`src/pkg/uptio_map.svh`:
```
// constants for the user port trigger i/o block: register offsets, fields, reset values, timing.
// assumes a 250 MHz system clock and a 32-bit avalon-mm register bus.
// Contract
// - trigger pulses of at least 1 us on either input are valid triggers
// - coax trigger input acts exactly like trigger input one
// - trigger input one starts the triggered measurement on a valid pulse
// - trigger input two is a second independent trigger source
// - ready-for-trigger only after measurement ends and a new trigger is acceptable
// - four channel code outputs come from a per-channel programmable value
// - two outputs report pass or fail of limit checks one and two
// - switch selects drive-port role; on means extra channel bits, default on
// - drive-port role: output i high only while port i is source
// - channel-bit role: drive-port outputs come from a per-channel value
// - an output triggers the external generator during sequenced measurements
// - trigger output behaviour is configurable by software
// - remote group trigger starts the measurement like an external pulse
// - remote device clear resets command processing, keeps settings; here it only resets the channel select to 0
// - go-to-local enters manual state; go-to-remote enters remote state
`ifndef UPTIO_MAP_SVH
`define UPTIO_MAP_SVH

`define UPTIO_CLK_MHZ 250
`define UPTIO_TRIG_MIN_NS 1000
`define UPTIO_TRIG_MIN_CYC ((`UPTIO_TRIG_MIN_NS * `UPTIO_CLK_MHZ + 999) / 1000)

`define UPTIO_REG_CTRL 8'h00
`define UPTIO_REG_STATUS 8'h04
`define UPTIO_REG_CHSEL 8'h08
`define UPTIO_REG_CHTAB 8'h0C
`define UPTIO_REG_RESULT 8'h10
`define UPTIO_REG_SRCPORT 8'h14
`define UPTIO_REG_TRIGOUT 8'h18
`define UPTIO_REG_CMD 8'h1C
`define UPTIO_REG_IRQ_STAT 8'h20
`define UPTIO_REG_IRQ_MASK 8'h24
`define UPTIO_REG_MEAS_LEN 8'h28

// ctrl fields
`define UPTIO_CTRL_ECB 0
`define UPTIO_CTRL_TRIG1_EN 1
`define UPTIO_CTRL_TRIG2_EN 2
`define UPTIO_CTRL_GEN_SEQ 3
`define UPTIO_CTRL_RESET 32'h0000_0007
// cmd fields, write-one pulses
`define UPTIO_CMD_GET 0
`define UPTIO_CMD_DCL 1
`define UPTIO_CMD_LOC 2
`define UPTIO_CMD_REM 3
`define UPTIO_CMD_ABORT 4
// irq bits
`define UPTIO_IRQ_TRIG 0
`define UPTIO_IRQ_DONE 1
`define UPTIO_IRQ_DCL 2
`define UPTIO_IRQ_LOCREM 3
`define UPTIO_IRQ_W 4
// trigout modes
`define UPTIO_TOUT_OFF 2'h0
`define UPTIO_TOUT_BUSY 2'h1
`define UPTIO_TOUT_READY 2'h2
`define UPTIO_TOUT_PULSE 2'h3
`define UPTIO_MEAS_LEN_RESET 32'h0000_0100
`endif

```
`src/pkg/uptio_pkg.sv`:
```
// types for the user port trigger i/o block.
// assumes the constants header is included by the design.
package uptio_pkg;
    typedef enum logic [1:0] {
        UPTIO_IDLE,
        UPTIO_MEASURE,
        UPTIO_GEN_WAIT
    } uptio_state_t;
endpackage : uptio_pkg

```
`src/design/uptio_top.sv`:
```
// user port trigger i/o: trigger inputs, busy/ready, channel bits, limit results, drive ports,
// generator trigger and remote messages, all behind an avalon-mm slave.
// assumes all pin inputs are synchronous to clk_i; remote messages arrive as register writes.
//
// The register offsets and the Avalon-MM slave port are this design's own decisions.
`timescale 1ns/10ps
`include "uptio_map.svh"
module uptio_top #(
    parameter int NUM_CH = 16,
    parameter int TRIG_MIN_CYC = `UPTIO_TRIG_MIN_CYC
) (
    input wire logic clk_i,
    input wire logic sys_rst_i,
    input wire logic [7:0] avs_address_i,
    input wire logic avs_read_i,
    input wire logic avs_write_i,
    input wire logic [31:0] avs_writedata_i,
    input wire logic [3:0] avs_byteenable_i,
    output logic [31:0] avs_readdata_o,
    output logic avs_waitrequest_o,
    input wire logic trigger_input_one_i,
    input wire logic trigger_input_two_i,
    input wire logic coax_trigger_in_i,
    input wire logic generator_handshake_in_i,
    input wire logic aux_control_in_a_i,
    output logic measure_active_out_o,
    output logic ready_for_trigger_o,
    output logic [3:0] chan_code_o,
    output logic limit_result_one_o,
    output logic limit_result_two_o,
    output logic [3:0] source_port_ind_o,
    output logic generator_trigger_out_o,
    output logic coax_trigger_out_o,
    output logic remote_state_o,
    output logic irq_o
);
    localparam int CHW = $clog2(NUM_CH);
    localparam int PW = $clog2(TRIG_MIN_CYC + 1);

    typedef struct packed {
        uptio_pkg::uptio_state_t state;
        logic [31:0] ctrl;
        logic [CHW-1:0] chsel;
        logic [NUM_CH-1:0][7:0] chtab;
        logic [1:0] result;
        logic [1:0] srcport;
        logic [1:0] tout_mode;
        logic [31:0] meas_len;
        logic [31:0] meas_cnt;
        logic [PW-1:0] w1;
        logic [PW-1:0] w2;
        logic arm1;
        logic arm2;
        logic remote;
        logic [`UPTIO_IRQ_W-1:0] irq_stat;
        logic [`UPTIO_IRQ_W-1:0] irq_mask;
        logic [31:0] rdata;
        logic ack;
        logic busy;
        logic ready;
        logic [3:0] chan;
        logic [3:0] drv;
        logic gen_trig;
        logic tout;
    } uptio_state_s_t;

    uptio_state_s_t st;
    uptio_state_s_t next_st;

    // a pulse counts once it has been high for the full minimum width
    function automatic logic [PW-1:0] uptio_width(input logic lvl, input logic [PW-1:0] w);
        if (!lvl) begin
            return '0;
        end
        if (w == PW'(TRIG_MIN_CYC)) begin
            return w;
        end
        return w + PW'(1);
    endfunction : uptio_width

    function automatic logic [31:0] uptio_merge(input logic [31:0] old, input logic [31:0] wd,
                                                input logic [3:0] be);
        logic [31:0] r;
        r = old;
        for (int i = 0; i < 4; i++) begin
            if (be[i]) begin
                r[i*8 +: 8] = wd[i*8 +: 8];
            end
        end
        return r;
    endfunction : uptio_merge

    logic req;
    logic wr;
    logic [31:0] cmd;
    logic trig1_lvl;
    logic hit1;
    logic hit2;
    logic get_pulse;
    logic start;
    logic meas_done;
    logic [`UPTIO_IRQ_W-1:0] ev;
    logic [7:0] chv;

    always_comb begin
        next_st = st;
        req = (avs_read_i || avs_write_i) && !st.ack;
        wr = avs_write_i && req;
        cmd = (wr && avs_address_i == `UPTIO_REG_CMD) ? (avs_writedata_i & {{24{1'b0}}, {8{avs_byteenable_i[0]}}})
                                                     : 32'h0000_0000;
        // coax trigger is simply ORed into input one
        trig1_lvl = trigger_input_one_i || coax_trigger_in_i;
        next_st.w1 = uptio_width(trig1_lvl, st.w1);
        next_st.w2 = uptio_width(trigger_input_two_i, st.w2);
        hit1 = st.w1 == PW'(TRIG_MIN_CYC) && st.arm1 && st.ctrl[`UPTIO_CTRL_TRIG1_EN];
        hit2 = st.w2 == PW'(TRIG_MIN_CYC) && st.arm2 && st.ctrl[`UPTIO_CTRL_TRIG2_EN];
        // one trigger per pulse: rearm only after the line falls
        if (st.w1 == PW'(TRIG_MIN_CYC)) begin
            next_st.arm1 = 1'b0;
        end else if (!trig1_lvl) begin
            next_st.arm1 = 1'b1;
        end
        if (st.w2 == PW'(TRIG_MIN_CYC)) begin
            next_st.arm2 = 1'b0;
        end else if (!trigger_input_two_i) begin
            next_st.arm2 = 1'b1;
        end
        get_pulse = cmd[`UPTIO_CMD_GET];
        start = (hit1 || hit2 || get_pulse) && st.state == uptio_pkg::UPTIO_IDLE;
        meas_done = 1'b0;
        next_st.gen_trig = 1'b0;

        unique case (st.state)
            uptio_pkg::UPTIO_IDLE: begin
                if (start) begin
                    next_st.meas_cnt = 32'h0000_0000;
                    if (st.ctrl[`UPTIO_CTRL_GEN_SEQ]) begin
                        next_st.gen_trig = 1'b1;
                        next_st.state = uptio_pkg::UPTIO_GEN_WAIT;
                    end else begin
                        next_st.state = uptio_pkg::UPTIO_MEASURE;
                    end
                end
            end
            uptio_pkg::UPTIO_GEN_WAIT: begin
                // generator must release its handshake before the sweep proceeds
                next_st.gen_trig = 1'b1;
                if (!generator_handshake_in_i) begin
                    next_st.gen_trig = 1'b0;
                    next_st.state = uptio_pkg::UPTIO_MEASURE;
                end
            end
            uptio_pkg::UPTIO_MEASURE: begin
                next_st.meas_cnt = st.meas_cnt + 32'h0000_0001;
                if (st.meas_cnt + 32'h0000_0001 >= st.meas_len) begin
                    meas_done = 1'b1;
                    next_st.state = uptio_pkg::UPTIO_IDLE;
                end
            end
            default: begin
                next_st.state = uptio_pkg::UPTIO_IDLE;
            end
        endcase
        // abort stops the sweep; device clear only resets the channel select
        if (cmd[`UPTIO_CMD_ABORT]) begin
            next_st.state = uptio_pkg::UPTIO_IDLE;
            next_st.gen_trig = 1'b0;
        end

        next_st.busy = next_st.state == uptio_pkg::UPTIO_MEASURE;
        next_st.ready = next_st.state == uptio_pkg::UPTIO_IDLE;

        if (cmd[`UPTIO_CMD_LOC]) begin
            next_st.remote = 1'b0;
        end
        if (cmd[`UPTIO_CMD_REM]) begin
            next_st.remote = 1'b1;
        end

        // register writes
        if (wr) begin
            unique case (avs_address_i)
                `UPTIO_REG_CTRL: next_st.ctrl = uptio_merge(st.ctrl, avs_writedata_i, avs_byteenable_i) & 32'h0000_000F;
                `UPTIO_REG_CHSEL: next_st.chsel = avs_writedata_i[CHW-1:0];
                `UPTIO_REG_CHTAB: next_st.chtab[st.chsel] = avs_writedata_i[7:0];
                `UPTIO_REG_RESULT: next_st.result = avs_writedata_i[1:0];
                `UPTIO_REG_SRCPORT: next_st.srcport = avs_writedata_i[1:0];
                `UPTIO_REG_TRIGOUT: next_st.tout_mode = avs_writedata_i[1:0];
                `UPTIO_REG_IRQ_MASK: next_st.irq_mask = avs_writedata_i[`UPTIO_IRQ_W-1:0];
                `UPTIO_REG_MEAS_LEN: next_st.meas_len = avs_writedata_i;
                default: begin
                end
            endcase
        end
        // device clear resets the channel select to 0; other settings are kept
        if (cmd[`UPTIO_CMD_DCL]) begin
            next_st.chsel = '0;
        end

        // sticky interrupts; set beats a write-one clear in the same cycle
        ev = '0;
        ev[`UPTIO_IRQ_TRIG] = start;
        ev[`UPTIO_IRQ_DONE] = meas_done;
        ev[`UPTIO_IRQ_DCL] = cmd[`UPTIO_CMD_DCL];
        ev[`UPTIO_IRQ_LOCREM] = cmd[`UPTIO_CMD_LOC] || cmd[`UPTIO_CMD_REM];
        if (wr && avs_address_i == `UPTIO_REG_IRQ_STAT) begin
            next_st.irq_stat = st.irq_stat & ~avs_writedata_i[`UPTIO_IRQ_W-1:0];
        end
        next_st.irq_stat = next_st.irq_stat | ev;

        // read mux
        next_st.rdata = 32'h0000_0000;
        if (avs_read_i && req) begin
            unique case (avs_address_i)
                `UPTIO_REG_CTRL: next_st.rdata = st.ctrl;
                `UPTIO_REG_STATUS: next_st.rdata = {26'h000_0000, aux_control_in_a_i, generator_handshake_in_i,
                                                    st.remote, st.ready, st.busy, st.state == uptio_pkg::UPTIO_GEN_WAIT};
                `UPTIO_REG_CHSEL: next_st.rdata = 32'(st.chsel);
                `UPTIO_REG_CHTAB: next_st.rdata = {24'h00_0000, st.chtab[st.chsel]};
                `UPTIO_REG_RESULT: next_st.rdata = {30'h0000_0000, st.result};
                `UPTIO_REG_SRCPORT: next_st.rdata = {30'h0000_0000, st.srcport};
                `UPTIO_REG_TRIGOUT: next_st.rdata = {30'h0000_0000, st.tout_mode};
                `UPTIO_REG_IRQ_STAT: next_st.rdata = 32'(st.irq_stat);
                `UPTIO_REG_IRQ_MASK: next_st.rdata = 32'(st.irq_mask);
                `UPTIO_REG_MEAS_LEN: next_st.rdata = st.meas_len;
                default: next_st.rdata = 32'h0000_0000;
            endcase
        end
        next_st.ack = req;

        // pin outputs come from flops
        chv = st.chtab[st.chsel];
        next_st.chan = chv[3:0];
        next_st.result = next_st.result;
        if (st.ctrl[`UPTIO_CTRL_ECB]) begin
            next_st.drv = chv[7:4];
        end else begin
            // one-hot active source port, others low
            next_st.drv = next_st.busy ? (4'h1 << st.srcport) : 4'h0;
        end
        unique case (st.tout_mode)
            `UPTIO_TOUT_OFF: next_st.tout = 1'b0;
            `UPTIO_TOUT_BUSY: next_st.tout = next_st.busy;
            `UPTIO_TOUT_READY: next_st.tout = next_st.ready;
            `UPTIO_TOUT_PULSE: next_st.tout = start;
        endcase

        if (sys_rst_i) begin
            next_st = '0;
            next_st.state = uptio_pkg::UPTIO_IDLE;
            next_st.ctrl = `UPTIO_CTRL_RESET;
            next_st.meas_len = `UPTIO_MEAS_LEN_RESET;
            next_st.ready = 1'b1;
        end
    end

    always_ff @(posedge clk_i) begin
        st <= next_st;
    end

    assign avs_readdata_o = st.rdata;
    assign avs_waitrequest_o = !st.ack;
    assign measure_active_out_o = st.busy;
    assign ready_for_trigger_o = st.ready;
    assign chan_code_o = st.chan;
    assign limit_result_one_o = st.result[0];
    assign limit_result_two_o = st.result[1];
    assign source_port_ind_o = st.drv;
    assign generator_trigger_out_o = st.gen_trig;
    assign coax_trigger_out_o = st.tout;
    assign remote_state_o = st.remote;
    assign irq_o = |(st.irq_stat & st.irq_mask);
endmodule : uptio_top

```
`config.mk`:
```
export PLATFORM = sky130hd
export DESIGN_NAME = uptio_top
export DESIGN_NICKNAME = d
export VERILOG_FILES = /design/src/pkg/uptio_pkg.sv /design/src/design/uptio_top.sv
export VERILOG_INCLUDE_DIRS = /design/src /design/src/pkg
export SDC_FILE = /design/constraint.sdc
export NUM_CORES = 1
export LEC_CHECK = 0
export BUFFER_PORTS_ARGS = -buffer_cell sky130_fd_sc_hd__buf_2
export CORE_MARGIN = 5
export CORE_UTILIZATION = 24
export CTS_CLUSTER_DIAMETER = 120
export DETAILED_ROUTE_END_ITERATION = 16
export HOLD_SLACK_MARGIN = 0.12
export PLACE_DENSITY_LB_ADDON = 0.05
export SYNTH_ARGS = -nofsm -noshare
export SYNTH_HDL_FRONTEND = slang
export SYNTH_SLANG_ARGS = --single-unit
```
`constraint.sdc`:
```
create_clock -name clk_i -period 12.1 [get_ports clk_i]
set_clock_uncertainty 0.15 [all_clocks]
set_input_delay 2.42 -clock clk_i [delete_from_list [all_inputs] [get_ports clk_i]]
set_output_delay 2.42 -clock clk_i [all_outputs]
set_load 0.01 [all_outputs]
```
# Word-level counts from Yosys, hierarchy flattened
# Cells that the tools add are included.
# Widths: inputs -> output; s select.
word_totals:
  latch_bits: 0
  rom_bits: 0
  inputBits: 53
  mem_count: 0
  reg_bits: 280
  mem_bits_rw: 0
  out_inout_bits: 49
  elab_cells: 150
classes:
  mux: 39
  bitwise: 6
  reduce_logical: 38
  mul: 0
  shift: 1
  n_lt_le_gt_ge: 3
  addsub: 3
  div: 0
  n_eq_ne: 21
op_table:
  columns: ["operator", "n"]
  rows:
  - ["$pmux 32 s10", 1]
  - ["$bwmux 128", 1]
  - ["$mux 8", 10]
  - ["$pmux 32 s2", 1]
  - ["$add 32x1->32 const B", 1]
  - ["$bmux 8 s4", 1]
  - ["$demux 8 s4", 1]
  - ["$eq 8x5->1 const B", 4]
  - ["$ge 32x32->1", 1]
  - ["$mux 32", 1]
  - ["$eq 8x6->1 const B", 3]
  - ["$add 8x1->8 const B", 2]
  - ["$eq 8x4->1 const B", 2]
  - ["$eq 8x8->1 const B", 2]
  - ["$reduce_and 2->1", 8]
  - ["$mux 4", 3]
  - ["$logic_and 1x1->1", 11]
  - ["$mux 1", 11]
  - ["$mux 2", 5]
  - ["$reduce_or 2->1", 5]
  - ["$and 4x4->4", 2]
  - ["$eq 8x3->1 const B", 1]
  - ["$logic_not 8->1", 1]
  - ["$eq 2x1->1 const B", 3]
  - ["other kinds (20)", 30]

# Longest topological paths before layout
depth:
  word_depth: 13
  mapped_depth: 14
  ltp_nobuf: 13

# Least setup slack after synthesis
# Ideal clock, no wire load.
synth_path:
  path_type: "input to register"
  startpoint: "input port avs_address_i[5]"
  endpoint: "register st (netlist bit coax_trigger_out_o)"
  t_arrival_ns: 4.591
  slack_ns: 7.267
  cell_stages: 6
  setup_time_ns: 0.092
  n_path_buf: 0
  required_ns: 11.858
  path_cell_list: "or4b_2 > nor3_1 > a21o_1 > a21oi_1 > or4b_2 > o32ai_1"
synth_via:
  elab_chain_cells: 10
  word_cells_on_any_way: 11
  cone_classes: "2 x eq/ne; 5 x mux; 4 x reduce/logical"
synth_lines:
  columns: ["item", "line", "rtl"]
  rows:
  - ["from (decl)", "uptio_top.sv:14", "input wire logic [7:0] avs_address_i,"]
  - ["$eq 8x5->1 (no source line) *", null, null]
  - ["$logic_and 1x1->1 (no source line) *", null, null]
  - ["$mux 5 *", "uptio_top.sv:109", "cmd = (wr && avs_address_i == `UPTIO_REG_CMD) ? (avs_writedata_i & {{24{1'b0}}, {8{avs_byteenable_i[0]}}})"]
  - ["$logic_or 1x1->1", "uptio_top.sv:129", "start = (hit1 || hit2 || get_pulse) && st.state == uptio_pkg::UPTIO_IDLE;"]
  - ["$logic_and 1x1->1", "uptio_top.sv:129", null]
  - ["$mux 2", "uptio_top.sv:135", "if (start) begin"]
  - ["$pmux 2 s3", "uptio_top.sv:133", "unique case (st.state)"]
  - ["$mux 2", "uptio_top.sv:165", "if (cmd[`UPTIO_CMD_ABORT]) begin"]
  - ["$eq 2x1->1 / $logic_not 2->1 (equally long branches)", "uptio_top.sv:170, uptio_top.sv:171", null]
  - ["$pmux 1 s4 *", "uptio_top.sv:241", "unique case (st.tout_mode)"]
  - ["to (signal assigned)", "uptio_top.sv:258", "st <= next_st;"]
  - ["to (decl)", "uptio_top.sv:67", "uptio_state_s_t st;"]
# Every way passes the cells marked *; elsewhere a longest branch is shown, timed or not.
# A chain may end at the register's enable or synchronous reset.

# Worst setup path in the final report
layout_path:
  startpoint: "input port avs_address_i[5]"
  endpoint: "register st[267] (netlist bit)"
layout_via:
  elab_chain_cells: 2
layout_lines:
  columns: ["item", "line", "rtl"]
  rows:
  - ["$eq 8x4->1", "uptio_top.sv:182", "unique case (avs_address_i)"]
  - ["$reduce_and 2->1 (no source line)", null, null]
# Every way passes these cells.

==> qor.yml <==
ys_ff_latch: 280
rsz0062_at_grt: "false"
cts_resized: 0
path_class: "input port to register"
post_cts_buffers: 0
routed_wl_um: 44000
area_delta_synth_final_pct: 16.11
cts_tree: "built"
via_count: 10794
synthesis.area_sq_mm: 0.01305
ys.flop_type: "dfxtp_1"
track_usage_pct: 14.48
fin_crit_sh_pct: 44.99
required_ns: 12.36
power_switching_uw: 497.2
syn_nets: 1617
final_area_sq_mm: 0.01515
synth-async-reset-ratio_pct: 0
hold_path_depth: 2
core_sq_mm: 0.05381
stdcell_count: 2267
root_buffer: "clkbuf_16"
synth_area_leaders: "dfxtp_1, a21oi_1, mux4_2, nand2_1, nor2_1"
cp_max_fo: 28
routed_via_density: 4.761
p_int_uw: 1642
setup-tns-final_ns: 0
synth-edff-count: 0
grt_pass1_vias: 10515
hold_path_class: "register to register"
synth_top_cell_by_area: "dfxtp_1"
die_h_um: 243.2
gr-total-overflow: 0
cts_buffer_depth: 3
setup_viol: 0
fin_hold_ws_ns: 0.3011
seq_area_frac_synth_pct: 42.95
start_kind: "input port"
synth_area_per_cell_sq_um: 8.547
boundaryPins: 102
n_fill_cell: 5826
antenna_found_initial: 1
initial_utilization_pct: 24.25
detail_route.wl_per_cell_um: 19.41
grt_first_pass_wirelength_um: 66950
endpoint_kind: "register"
maxCapViolations: 0
numCtsBuffers: 39
critPathArrivalTime_ns: 5.71
sw_frac_of_total_pct: 23.24
final_nets: 1632
met1_usage_pct: 19.64
die_w_um: 243.2
finalHoldViolCount: 0
dr.pass1.iters: 5
netlist.area_leader.share_pct: 42.95
worst_slew_pin_slew_ns: 1.072
power_uw: 2139
finalCriticalPeriod_ns: 5.444
place_congestion: 0.7118
slew_headroom_pct: 28.35
clkTransAtPathRegs_ns: 0.05
met2_usage_pct: 24.10
placementRows: 85
met3_usage_pct: 2.519
peakVddDrop_uv: 70.51
dpl.hpwl_um: 28600
status: "complete, no violations"
synth_cells: 1527
placed_cells: 2197
comb_power_share_pct: 2.5
dieArea_sq_mm: 0.05914
drcViolationCount: 0
p_leak_uw: 0.005411
yosysUniqueCellTypes: 59
clock_latency_ns: 0.55
busiest_layer: "met2"
drv_slew: 0
drt_iter0_markers: 515
dpl_cell_area_sq_mm: 0.01387
port-buffer-count: 98
yosysWarnings: 0
timing.fmax_mhz: 183.7
reg2regPathDepth: 12
drive_above_1_share_pct: 14.90
grt_max_degree: 88
htreeDepth: 2
final_antenna_net_count: 0
cts_sinks: 280
pwr_density_cell_mw_per_mm2: 141.2
hold_buffers: 0
p_clk_share_pct: 54.3
p_seq_share_pct: 43.3
-- worst max-delay path: stages --
cell and delay [ns]:
buf_2 0.19, or4_1 0.60, nor2_1 0.81, and4_1 0.30, buf_4 0.38, nand3_1 0.60
mux2i_1 0.33, nor2_1 0.06
-- cell type report --
type	instances	area [sq um]	share of cell area, %
diodes	1	2.502	0.01651
clock buffers	52	1107	7.307
clock inverters	17	170.2	1.123
inverters	45	168.9	1.115
multi-input cells	1059	6586	43.46
flip-flops and latches	280	5608	37.01
well taps	696	870.8	5.747
repair buffers	117	639.4	4.219
-- cell usage in the layout (no fill, tap or decap), types with 4 or more instances in the layout --
cell	synthesis	routed
and3_1	11	11
nand4_1	12	12
mux4_2	40	40
o21ai_0	76	76
or4_1	6	6
nor4_1	5	4
ha_1	37	37
clkinvlp_4	0	4
nand3b_1	5	5
a21o_1	4	4
a22oi_1	18	18
o211ai_1	6	6
a222oi_1	6	6
clkbuf_8	0	4
clkinv_2	0	10
nor2_1	126	126
o21a_1	4	4
and2_1	10	10
a21oi_1	192	192
clkbuf_1	87	7
xnor2_1	19	19
mux2i_1	39	39
dfxtp_1	280	278
nand3_1	79	79
buf_2	4	97
nand2b_1	7	7
nand2_1	231	231
inv_1	45	45
a31oi_1	6	6
xor2_1	19	19
buf_4	40	19
nor2b_1	8	7
or3_1	9	9
clkbuf_16	0	41
and4_1	5	5
nor3_1	39	39
-- Yosys cell counts (3+ instances only) --
cell / n
a32o_1: 3
o21ai_0: 76
o32ai_1: 3
nand2b_1: 7
a311oi_1: 3
a21oi_1: 192
nand4_1: 12
and2_1: 10
a222oi_1: 6
or4_1: 6
inv_1: 45
or3_1: 9
clkbuf_1: 87
nor3_1: 39
nand2_1: 231
a22oi_1: 18
nand3_1: 79
dfxtp_1: 280
buf_2: 4
ha_1: 37
o21a_1: 4
a21o_1: 4
mux2i_1: 39
nor2b_1: 8
a31oi_1: 6
o211ai_1: 6
nor2_1: 126
xor2_1: 19
nor4_1: 5
xnor2_1: 19
and3_1: 11
buf_4: 40
buf_1: 11
nand3b_1: 5
mux4_2: 40
and4_1: 5
-- cell families (layout without fill, tap and decap cells) --
family,Yosys count,after routing,synth area share (%)
xor+xnor,38,38,2.550
flops,280,280,42.95
buf+inv,188,231,6.653
compound gates,336,336,14.46
simple gates,569,569,19.95
fa+ha+maj,37,37,3.547
mux,79,79,9.894
other cells,0,1,0
-- registers in the layout, summed over array words and instances (netlist names) --
name	count
st	233
measure_active_out_o	1
ready_for_trigger_o	1
chan_code_o	4
limit_result_two_o	1
generator_trigger_out_o	1
limit_result_one_o	1
remote_state_o	1
coax_trigger_out_o	1
avs_readdata_o	32
source_port_ind_o	4
-- metal layers --
layer  wire, um  vias to the layer above
li1           -                     5344
met2      21190                      141
met5          0                        -
met4        746                        0
met3       1312                       50
met1      20760                     5259
-- metrics by stage --
stage               util, %  worst slack [ns]
detailed placement    25.78             6.107
global route          28.15             6.483
global placement      25.78             6.102
floorplan                 -             7.267
CTS                   28.15             6.700
finish                28.16             6.656
-- worst paths after layout --
kind,startpoint,to,slack [ns]
worst max-delay path,avs_address_i[5],st[267]$_SDFFE_PP0P_,6.66
worst min-delay path,st[130]$_SDFFE_PP0P_,st[130]$_SDFFE_PP0P_,0.30
worst max register to register,st[74]$_SDFFE_PP0P_,coax_trigger_out_o$_SDFF_PP0_,7.16
worst min register to register,st[130]$_SDFFE_PP0P_,st[130]$_SDFFE_PP0P_,0.30
-- power by group through the flow --
| stage | sequential [uW] | combinational, uW | clock (uW) |
|---|---|---|---|
| 6_report | 926 | 52.9 | 1160 |
| 5_1_grt | 925 | 58.0 | 1240 |
| 4_1_cts | 925 | 54.3 | 1210 |
| 3_5_place_dp | 946 | 54.2 | 0 |
| 3_3_place_gp | 946 | 54.3 | 0 |
| 2_1_floorplan | 945 | 27.8 | 0 |
No activity file was read; power rests on OpenSTA's default activity.
